File: src/core/servo_flags_pkg.sv
package servo_flags_pkg;

    // ----------------------------------------
    // Register map (byte addresses, one word each)
    // ----------------------------------------
    localparam logic [11:0] ADDR_CONTROL = 12'h000;
    localparam logic [11:0] ADDR_STATUS = 12'h004;
    localparam logic [11:0] ADDR_MOTION_THRESH = 12'h008;
    localparam logic [11:0] ADDR_MATCH_BAND = 12'h00C;
    localparam logic [11:0] ADDR_SETTLE_WINDOW = 12'h010;
    localparam logic [11:0] ADDR_ALLOC = 12'h014;
    localparam logic [11:0] ADDR_COMMAND = 12'h018;
    localparam logic [11:0] ADDR_SPEED_REF = 12'h01C;
    localparam logic [11:0] ADDR_SPEED_ACT = 12'h020;
    localparam logic [11:0] ADDR_POS_ERR = 12'h024;

    // ----------------------------------------
    // Field positions
    // ----------------------------------------
    // CONTROL: bit0 absolute scale, bit1 no hall sensor, bits3:2 settle timing select,
    // bits5:4 control mode
    localparam int CTL_ABS_SCALE = 0;
    localparam int CTL_NO_HALL = 1;
    localparam int CTL_SETTLE_LO = 2;
    localparam int CTL_MODE_LO = 4;
    // COMMAND: bit0 fault clear, bit1 sensor enable, bit2 sensor disable, bit3 servo enable
    localparam int CMD_FAULT_CLEAR = 0;
    localparam int CMD_SENSOR_ON = 1;
    localparam int CMD_SENSOR_OFF = 2;
    localparam int CMD_SERVO_ON = 3;
    // ALLOC: one enable bit per allocatable flag
    localparam int ALLOC_WARN = 0;
    localparam int ALLOC_MOTION = 1;
    localparam int ALLOC_READY = 2;
    localparam int ALLOC_MATCH = 3;
    localparam int ALLOC_SETTLED = 4;
    localparam int NUM_ALLOC = 5;

    // ----------------------------------------
    // Setting limits and reset values
    // ----------------------------------------
    localparam logic [31:0] MOTION_THRESH_MIN = 32'h0000_0001;
    localparam logic [31:0] MOTION_THRESH_MAX = 32'h0000_2710; // 10000 mm/s
    localparam logic [31:0] MOTION_THRESH_RST = 32'h0000_0014; // 20 mm/s
    localparam logic [31:0] MATCH_BAND_MAX = 32'h0000_0064;    // 100 mm/s
    localparam logic [31:0] MATCH_BAND_RST = 32'h0000_000A;    // 10 mm/s
    localparam logic [31:0] SETTLE_WINDOW_MAX = 32'h4000_0000; // 1073741824
    localparam logic [31:0] SETTLE_WINDOW_RST = 32'h0000_0007;
    localparam logic [1:0] SETTLE_SEL_RST = 2'h0;
    localparam logic [4:0] ALLOC_RST = 5'h00;

    typedef enum logic [1:0] {
        MODE_POSITION,
        MODE_SPEED,
        MODE_FORCE
    } ctrl_mode_t;

    // Drive conditions coming from the surrounding servo core
    typedef struct packed {
        logic main_power_on;
        logic power_block_active;
        logic fault_detect;
        logic warning_detect;
        logic polarity_done;
        logic panel_fault_reset;
        logic filtered_ref_zero;
        logic raw_ref_zero;
    } drive_cond_t;

    // Status flags, active high meaning "closed"
    typedef struct packed {
        logic fault_indicator;
        logic warning;
        logic motion_detected;
        logic drive_ready;
        logic speed_match;
        logic position_settled;
    } flags_t;

endpackage : servo_flags_pkg

File: src/core/abs_diff_cmp.sv
`timescale 1ns/100ps
`default_nettype none
// ----------------------------------------
// Registered |a - b| < limit compare
// ----------------------------------------
module abs_diff_cmp (
    input wire logic clk,
    input wire logic rstn,
    input wire logic signed [31:0] a,
    input wire logic signed [31:0] b,
    input wire logic [31:0] limit,
    output logic below
);
    typedef struct packed {
        logic below;
    } cmp_state_t;

    cmp_state_t state, next_state;
    logic signed [32:0] diff;
    logic [32:0] mag;

    // Widen by one bit so the difference of extremes cannot wrap
    always_comb begin
        diff = 33'(a) - 33'(b);
        mag = diff[32] ? 33'(-diff) : diff;
        next_state.below = mag < {1'b0, limit};
    end

    always_ff @(posedge clk) begin
        if (!rstn) begin
            state <= '0;
        end else begin
            state <= next_state;
        end
    end

    assign below = state.below;
endmodule : abs_diff_cmp
`default_nettype wire

File: src/core/pin_sync3.sv
`timescale 1ns/100ps
`default_nettype none
// ----------------------------------------
// Three-stage input synchroniser, change accepted when stages two and three agree
// ----------------------------------------
module pin_sync3 #(
    parameter int W = 1
) (
    input wire logic clk,
    input wire logic rstn,
    input wire logic [W-1:0] d,
    output logic [W-1:0] q
);
    typedef struct packed {
        logic [W-1:0] s1;
        logic [W-1:0] s2;
        logic [W-1:0] s3;
        logic [W-1:0] q;
    } sync_state_t;

    sync_state_t state, next_state;

    // s1 only feeds s2; the filter looks at s2 and s3
    always_comb begin
        next_state = state;
        next_state.s1 = d;
        next_state.s2 = state.s1;
        next_state.s3 = state.s2;
        for (int i = 0; i < W; i++) begin
            if (state.s2[i] == state.s3[i]) begin
                next_state.q[i] = state.s3[i];
            end
        end
    end

    always_ff @(posedge clk) begin
        if (!rstn) begin
            state <= '0;
        end else begin
            state <= next_state;
        end
    end

    assign q = state.q;
endmodule : pin_sync3
`default_nettype wire

File: src/core/servo_status_flag_outputs.sv
`timescale 1ns/100ps
`default_nettype none
module servo_status_flag_outputs (
    input wire logic clk,
    input wire logic rstn,
    // APB slave
    input wire logic psel,
    input wire logic penable,
    input wire logic pwrite,
    input wire logic [11:0] paddr,
    input wire logic [31:0] pwdata,
    output logic [31:0] prdata,
    output logic pready,
    output logic pslverr,
    // Drive conditions, same clock
    input wire servo_flags_pkg::drive_cond_t cond,
    // Operator panel fault reset key, asynchronous pin
    input wire logic panel_key_pin,
    // Discrete outputs, high = closed
    output servo_flags_pkg::flags_t flag_out,
    output logic servo_enabled
);
    import servo_flags_pkg::*;

    // ----------------------------------------
    // State
    // ----------------------------------------
    typedef struct packed {
        logic [31:0] prdata;
        logic pready;
        logic pslverr;
        logic abs_scale;
        logic no_hall;
        logic [1:0] settle_sel_cfg;   // written value
        logic [1:0] settle_sel;       // value in force since restart
        ctrl_mode_t mode;
        logic [31:0] motion_thresh;
        logic [31:0] match_band;
        logic [31:0] settle_window;
        logic [NUM_ALLOC-1:0] alloc;
        logic signed [31:0] speed_ref;
        logic signed [31:0] speed_act;
        logic signed [31:0] pos_err;
        logic fault_latched;
        logic sensor_on;
        logic servo_on;
        logic motion_raw;
        logic key_prev;               // filtered key level one cycle ago
        flags_t raw;
        flags_t out;
    } top_state_t;

    top_state_t state, next_state;
    logic key_sync;
    logic match_below;
    logic settle_below;
    logic [31:0] speed_mag;
    logic write_fire;
    logic read_fire;
    logic cmd_write;

    // ----------------------------------------
    // Panel key synchroniser and comparators
    // ----------------------------------------
    pin_sync3 #(.W(1)) u_key_sync (
        .clk(clk),
        .rstn(rstn),
        .d(panel_key_pin),
        .q(key_sync)
    );

    abs_diff_cmp u_match_cmp (
        .clk(clk),
        .rstn(rstn),
        .a(state.speed_ref),
        .b(state.speed_act),
        .limit(state.match_band),
        .below(match_below)
    );

    // Window is used here only; the loop never sees it
    abs_diff_cmp u_settle_cmp (
        .clk(clk),
        .rstn(rstn),
        .a(state.pos_err),
        .b(32'sh0000_0000),
        .limit(state.settle_window),
        .below(settle_below)
    );

    // ----------------------------------------
    // Next-state logic
    // ----------------------------------------
    always_comb begin
        next_state = state;
        // Zero-wait APB: answer in the access cycle
        write_fire = psel && penable && pwrite;
        read_fire = psel && penable && !pwrite;
        cmd_write = write_fire && (paddr == ADDR_COMMAND);
        next_state.pready = psel && !penable;
        next_state.pslverr = 1'b0;
        next_state.prdata = 32'h0000_0000;
        speed_mag = state.speed_act[31] ? 32'(-state.speed_act) : 32'(state.speed_act);

        // Setup-phase decode so the data is ready when pready goes high
        if (psel && !penable) begin
            case (paddr)
                ADDR_CONTROL: begin
                    next_state.prdata = {26'h0, 2'(state.mode), state.settle_sel_cfg, state.no_hall,
                                         state.abs_scale};
                end
                ADDR_STATUS: begin
                    next_state.prdata = {23'h0, state.servo_on, state.sensor_on, state.fault_latched,
                                         state.out};
                end
                ADDR_MOTION_THRESH: next_state.prdata = state.motion_thresh;
                ADDR_MATCH_BAND: next_state.prdata = state.match_band;
                ADDR_SETTLE_WINDOW: next_state.prdata = state.settle_window;
                ADDR_ALLOC: next_state.prdata = {27'h0, state.alloc};
                ADDR_COMMAND: next_state.prdata = 32'h0000_0000;
                ADDR_SPEED_REF: next_state.prdata = state.speed_ref;
                ADDR_SPEED_ACT: next_state.prdata = state.speed_act;
                ADDR_POS_ERR: next_state.prdata = state.pos_err;
                default: next_state.pslverr = 1'b1;
            endcase
        end

        // Register writes; out-of-range settings are clamped; all but settle select take effect next cycle
        if (write_fire) begin
            case (paddr)
                ADDR_CONTROL: begin
                    next_state.abs_scale = pwdata[CTL_ABS_SCALE];
                    next_state.no_hall = pwdata[CTL_NO_HALL];
                    next_state.settle_sel_cfg = pwdata[CTL_SETTLE_LO +: 2];
                    next_state.mode = ctrl_mode_t'(pwdata[CTL_MODE_LO +: 2]);
                end
                ADDR_MOTION_THRESH: begin
                    if (pwdata < MOTION_THRESH_MIN) begin
                        next_state.motion_thresh = MOTION_THRESH_MIN;
                    end else if (pwdata > MOTION_THRESH_MAX) begin
                        next_state.motion_thresh = MOTION_THRESH_MAX;
                    end else begin
                        next_state.motion_thresh = pwdata;
                    end
                end
                ADDR_MATCH_BAND: begin
                    next_state.match_band = (pwdata > MATCH_BAND_MAX) ? MATCH_BAND_MAX : pwdata;
                end
                ADDR_SETTLE_WINDOW: begin
                    next_state.settle_window = (pwdata > SETTLE_WINDOW_MAX) ? SETTLE_WINDOW_MAX : pwdata;
                end
                ADDR_ALLOC: next_state.alloc = pwdata[NUM_ALLOC-1:0];
                ADDR_SPEED_REF: next_state.speed_ref = pwdata;
                ADDR_SPEED_ACT: next_state.speed_act = pwdata;
                ADDR_POS_ERR: next_state.pos_err = pwdata;
                default: begin
                end
            endcase
        end
        if (read_fire) begin
            next_state.prdata = 32'h0000_0000;
        end

        // Host commands; sensor off is refused while the servo is on
        if (cmd_write && pwdata[CMD_SENSOR_ON]) begin
            next_state.sensor_on = 1'b1;
        end
        if (cmd_write && pwdata[CMD_SENSOR_OFF] && !state.servo_on) begin
            next_state.sensor_on = 1'b0;
        end
        if (cmd_write && pwdata[CMD_SERVO_ON]) begin
            next_state.servo_on = state.raw.drive_ready;
        end
        if (state.fault_latched || cond.power_block_active || !cond.main_power_on) begin
            next_state.servo_on = 1'b0;
        end

        // Fault latch: clear by command or key edge, a new fault wins the same cycle;
        // the edge looks at the filtered key level only, so bounce cannot clear twice
        next_state.key_prev = key_sync;
        if ((cmd_write && pwdata[CMD_FAULT_CLEAR]) || (key_sync && !state.key_prev)) begin
            next_state.fault_latched = 1'b0;
        end
        if (cond.fault_detect) begin
            next_state.fault_latched = 1'b1;
        end

        // Registered comparisons feed the flags one cycle later
        next_state.motion_raw = speed_mag >= state.motion_thresh;
        next_state.raw.fault_indicator = !state.fault_latched;
        next_state.raw.warning = cond.warning_detect;
        next_state.raw.motion_detected = state.motion_raw;
        next_state.raw.drive_ready = cond.main_power_on && !cond.power_block_active && !state.fault_latched
            && (!state.abs_scale || state.sensor_on) && (!state.no_hall || cond.polarity_done);
        next_state.raw.speed_match = (state.mode == MODE_SPEED) && match_below;
        case (state.settle_sel)
            2'h1: next_state.raw.position_settled = (state.mode == MODE_POSITION) && settle_below
                && cond.filtered_ref_zero;
            2'h2: next_state.raw.position_settled = (state.mode == MODE_POSITION) && settle_below
                && cond.raw_ref_zero;
            default: next_state.raw.position_settled = (state.mode == MODE_POSITION) && settle_below;
        endcase

        // Pin allocation; the fault pin is always present
        next_state.out.fault_indicator = state.raw.fault_indicator;
        next_state.out.warning = state.raw.warning && state.alloc[ALLOC_WARN];
        next_state.out.motion_detected = state.raw.motion_detected && state.alloc[ALLOC_MOTION];
        next_state.out.drive_ready = state.raw.drive_ready && state.alloc[ALLOC_READY];
        next_state.out.speed_match = state.raw.speed_match && state.alloc[ALLOC_MATCH];
        next_state.out.position_settled = state.raw.position_settled && state.alloc[ALLOC_SETTLED];
    end

    // ----------------------------------------
    // State register; settle select is taken from its written value only at restart
    // ----------------------------------------
    always_ff @(posedge clk) begin
        if (!rstn) begin
            state <= '0;
            state.settle_sel_cfg <= SETTLE_SEL_RST;
            state.settle_sel <= state.settle_sel_cfg;
            state.mode <= MODE_POSITION;
            state.motion_thresh <= MOTION_THRESH_RST;
            state.match_band <= MATCH_BAND_RST;
            state.settle_window <= SETTLE_WINDOW_RST;
            state.alloc <= ALLOC_RST;
        end else begin
            state <= next_state;
        end
    end

    assign prdata = state.prdata;
    assign pready = state.pready;
    assign pslverr = state.pslverr;
    assign flag_out = state.out;
    assign servo_enabled = state.servo_on;
endmodule : servo_status_flag_outputs
`default_nettype wire

File: config.mk
export PLATFORM = sky130hd
export DESIGN_NAME = servo_status_flag_outputs
export DESIGN_NICKNAME = d
export VERILOG_FILES = /design/src/core/servo_flags_pkg.sv /design/src/core/abs_diff_cmp.sv /design/src/core/pin_sync3.sv /design/src/core/servo_status_flag_outputs.sv
export SDC_FILE = /design/constraint.sdc
export NUM_CORES = 1
export LEC_CHECK = 0
export BUFFER_PORTS_ARGS = -buffer_cell sky130_fd_sc_hd__buf_2
export CORE_ASPECT_RATIO = 0.75
export CORE_MARGIN = 5
export CORE_UTILIZATION = 25
export DETAILED_ROUTE_END_ITERATION = 10
export GPL_TIMING_DRIVEN = 0
export PLACE_DENSITY = 0.41
export SLEW_MARGIN = 0
export SYNTH_ARGS = -nofsm -noshare
export SYNTH_HDL_FRONTEND = slang
export SYNTH_SLANG_ARGS = --single-unit
File: constraint.sdc
create_clock -name clk -period 5 [get_ports clk]
set_input_delay 0.25 -clock clk [delete_from_list [all_inputs] [get_ports clk]]
set_output_delay 0.25 -clock clk [all_outputs]
set_load 0.02 [all_outputs]
==> impl_metrics.tcl <==
set metrics [dict create \
    leakage_nw 8.14 \
    synth.area.top_cells "dfxtp_1, ha_1, nand2_1" \
    syn-cell-area_um2 16400 \
    htreeDepth 1 \
    critPathBufInv 1 \
    yosysSeqAreaShare_pct 32.2 \
    cpPeakStageDelay_ns 0.48 \
    die_h_um 232 \
    row_count 81 \
    avgSynthCellArea_um2 7.78 \
    nets 2496 \
    synth_cells 2106 \
    ys_ff_latch 262 \
    relSlewSlack_pct 22.2 \
    period_share_pct 103 \
    rsz0062_at_grt "yes" \
    fin_skew_ns 0.0236 \
    area_growth_pct 24.5 \
    dp_hpwl_um 54300 \
    drt_pass1_iterations 6 \
    crit_arrival_ns 5.60 \
    crit_top_cell "a21o_1" \
    wl_per_cell_um 21.2 \
    slew_violations 0 \
    violations "setup timing" \
    clockRootBuffer "clkbuf_16" \
    cp_max_fo 6 \
    reg2reg_slack_ns -0.13 \
    fillCellCount 7110 \
    synthFlopType "dfxtp_1" \
    p_total_mw 4.40 \
    clock_latency_ns 0.57 \
    r2r_end "u_match_cmp.below" \
    core_um2 65100 \
    ant_nets 0 \
    die_w_um 306 \
    r2r-start "state[65]" \
    crit_chain "inv_1 -> ha_1 -> a21oi_4 -> o21ai_0 -> a21oi_1 -> o21ai_0 -> o21ba_4 -> o21bai_4 -> or3b_4 -> and2_4 -> a31o_2 -> xnor2_1 -> ha_1 -> a21o_1 -> a21o_1 -> a21o_1 -> a21o_1 -> a21oi_1 -> o211ai_1 -> a31oi_4 -> o311ai_2 -> a2111o_1 -> a21oi_4" \
    startpoint "state[65]" \
    grt_pass1_vias 15049 \
    clk_pin_slew_ns 0.07 \
    power_density_nw_per_um2 216 \
    place.gp.congestion 0.876 \
    grt_max_degree 15 \
    critPathCapture "u_match_cmp.below" \
    postRouteWirelength_um 67600 \
    port_buffers 94 \
    grt_pass1_wl_um 98500 \
    initial_utilization_pct 25.2 \
    cp-end-kind "flop" \
    cts.sinks 262 \
    cp_top_family "compound AO/OA/AOI/OAI gates" \
    dpl_cell_area_um2 17900 \
    final_common_cell "nand2_1" \
    fin_util_pct 31.3 \
    globalRouteTotalUtil_pct 18.3 \
    setup_viol 1 \
    syn_nets 2295 \
    reg2regPathDepth 23 \
    die_area_um2 70800 \
    yosysTopAreaCellShare_pct 31.8 \
    yosysWarnings 0 \
    clock_path_buffers 3 \
    required_ns 5.47 \
    tightest_slew_ns 1.16 \
    cp_num_cells 23 \
    viasPerCell 5.05 \
    max_freq_mhz 195 \
    final_area_um2 20400 \
    layout-drive-gt1-share_pct 16.7 \
    async_reset_ff_share_pct 0 \
    cts_tree "done" \
    fin_ws_ns -0.129 \
    pin_count 99 \
    crit_type "flop to flop" \
    final_cell_mix "nand2_1, dfxtp_1, a21oi_1" \
    yosysUniqueCellTypes 83 \
    status "finished, violations left" \
    hold_viol 0 \
    grt_overflow 0 \
    n_antenna_cell 0 \
    vias 16153 \
    worstSetupStartpointType "flop" \
    yosysTopAreaCell "dfxtp_1" \
    antenna_found_initial 0 \
    synth_edf_count 2 \
    cts_buffers 27 \
    drt_iter0_markers 1380 \
    min_period_ns 5.13 \
    maxCapViolations 0 \
    ir_drop_v 0.000220 \
    cp_slowest_cell "a2111o_1" \
    hold_class "primary input to flop" \
    hp-start "pwdata[7]" \
    post-route-drc-count 0 \
]
worst min path at each step:
| stage | end | slack (ns) | depth (start not counted) |
|---|---|---|---|
| floorplan | pready | 0.35 | 1 |
| global placement | state[9] | 0.42 | 1 |
| detailed placement | flag_out[5] | 0.42 | 1 |
| CTS | state[79] | 0.001 | 3 |
| global route | pslverr | 0.02 | 3 |
| finish | state[56] | 0.01 | 3 |
state kept, by name, indices dropped and copies added (netlist names):
signal / count
state: 211
prdata: 32
flag_out: 6
next_state: 4
u_key_sync.next_state: 2
pready: 1
pslverr: 1
servo_enabled: 1
u_key_sync.q: 1
u_key_sync.state: 1
u_match_cmp.below: 1
u_settle_cmp.below: 1
through the flow:
| step | std cells | setup slack, ns | hold WS [ns] | setup TNS (ns) |
|---|---|---|---|---|
| 4_1_cts | 3186 | -0.126 | 0.00103 | -0.126 |
| 3_3_place_gp | 3071 | -2.00 | 0.416 | -2.28 |
| 2_1_floorplan | 2106 | 0.0875 | 0.349 | 0 |
| 6_report | 3196 | -0.129 | 0.0119 | -0.129 |
| 3_5_place_dp | 3071 | -2.03 | 0.418 | -2.16 |
| 5_1_grt | 3196 | -0.323 | 0.0177 | -0.323 |
synth_stat cells, drive strengths merged (4+ instances only):
| library cell | n |
|---|---|
| mux2i | 35 |
| inv | 147 |
| nand2b | 19 |
| or4 | 9 |
| nor3b | 6 |
| o31ai | 24 |
| nor2b | 19 |
| a222oi | 6 |
| dfxtp | 260 |
| a221o | 7 |
| o41ai | 6 |
| o2111ai | 5 |
| nor4 | 20 |
| a21oi | 207 |
| xor2 | 19 |
| xnor2 | 93 |
| clkbuf | 102 |
| o21a | 10 |
| buf | 50 |
| and4 | 5 |
| nand2 | 350 |
| a31oi | 13 |
| a21o | 40 |
| or3 | 12 |
| nand4 | 24 |
| nand3 | 38 |
| and3 | 30 |
| a221oi | 34 |
| a211oi | 7 |
| o211ai | 7 |
| o21ai | 110 |
| or2 | 4 |
| ha | 130 |
| nor2 | 109 |
| a22oi | 39 |
| nor3 | 47 |
| and2 | 15 |
area by class of cell:
type / count / area (um2) / area share (%)
clock inverters: 17 / 196 / 0.963
inverters: 147 / 554 / 2.72
clock buffers: 30 / 697 / 3.42
flip-flops and latches: 262 / 5350 / 26.2
multi-input cells: 1545 / 10500 / 51.6
plain buffers: 141 / 726 / 3.56
well taps: 871 / 1090 / 5.34
repair buffers: 183 / 1250 / 6.14
kinds of logic after synthesis:
family                     count (synthesis)  synth area share (%)
AOI/OAI and AO/OA                        551                  21.5
xor gates and xnor gates                 112                  6.04
adders and majority gates                131                  10.1
buffers and inverters                    299                  7.81
DFF                                      262                  32.2
muxes                                     36                  2.21
and+or+nand+nor                          715                  20.2
report_power, final:
part           internal, mW  switching (mW)  total, mW
registers              2.09         0.00312       2.09
clock network          1.21           0.919       2.13
logic                0.0569           0.126      0.183
total                  3.35            1.05       4.40
routing by layer:
metal	global-route usage (%)	wire length (um)	vias up
met4	3.97	1570	0
met5	0	0	-
met3	2.80	4250	85
li1	-	-	7766
met1	27.7	33900	7765
met2	27.3	27900	537
tightest hold or removal path, delay by kind of cell:
family                 cells  cell delay [ns]
AO/OA/AOI/OAI              1             0.06
buffers and inverters      1             0.16
AND/OR/NAND/NOR            1             0.07
timing repair:
| item | CTS | global route |
|---|---|---|
| setup endpoints to repair | 2 | 3 |
| pin swaps | 48 | 39 |
| gates resized for setup | 158 | 56 |
| hold endpoints to repair | 64 | 0 |
| buffers inserted | 44 | 12 |
| hold buffers | 33 | 0 |
(Power assumes the default switching activity.)
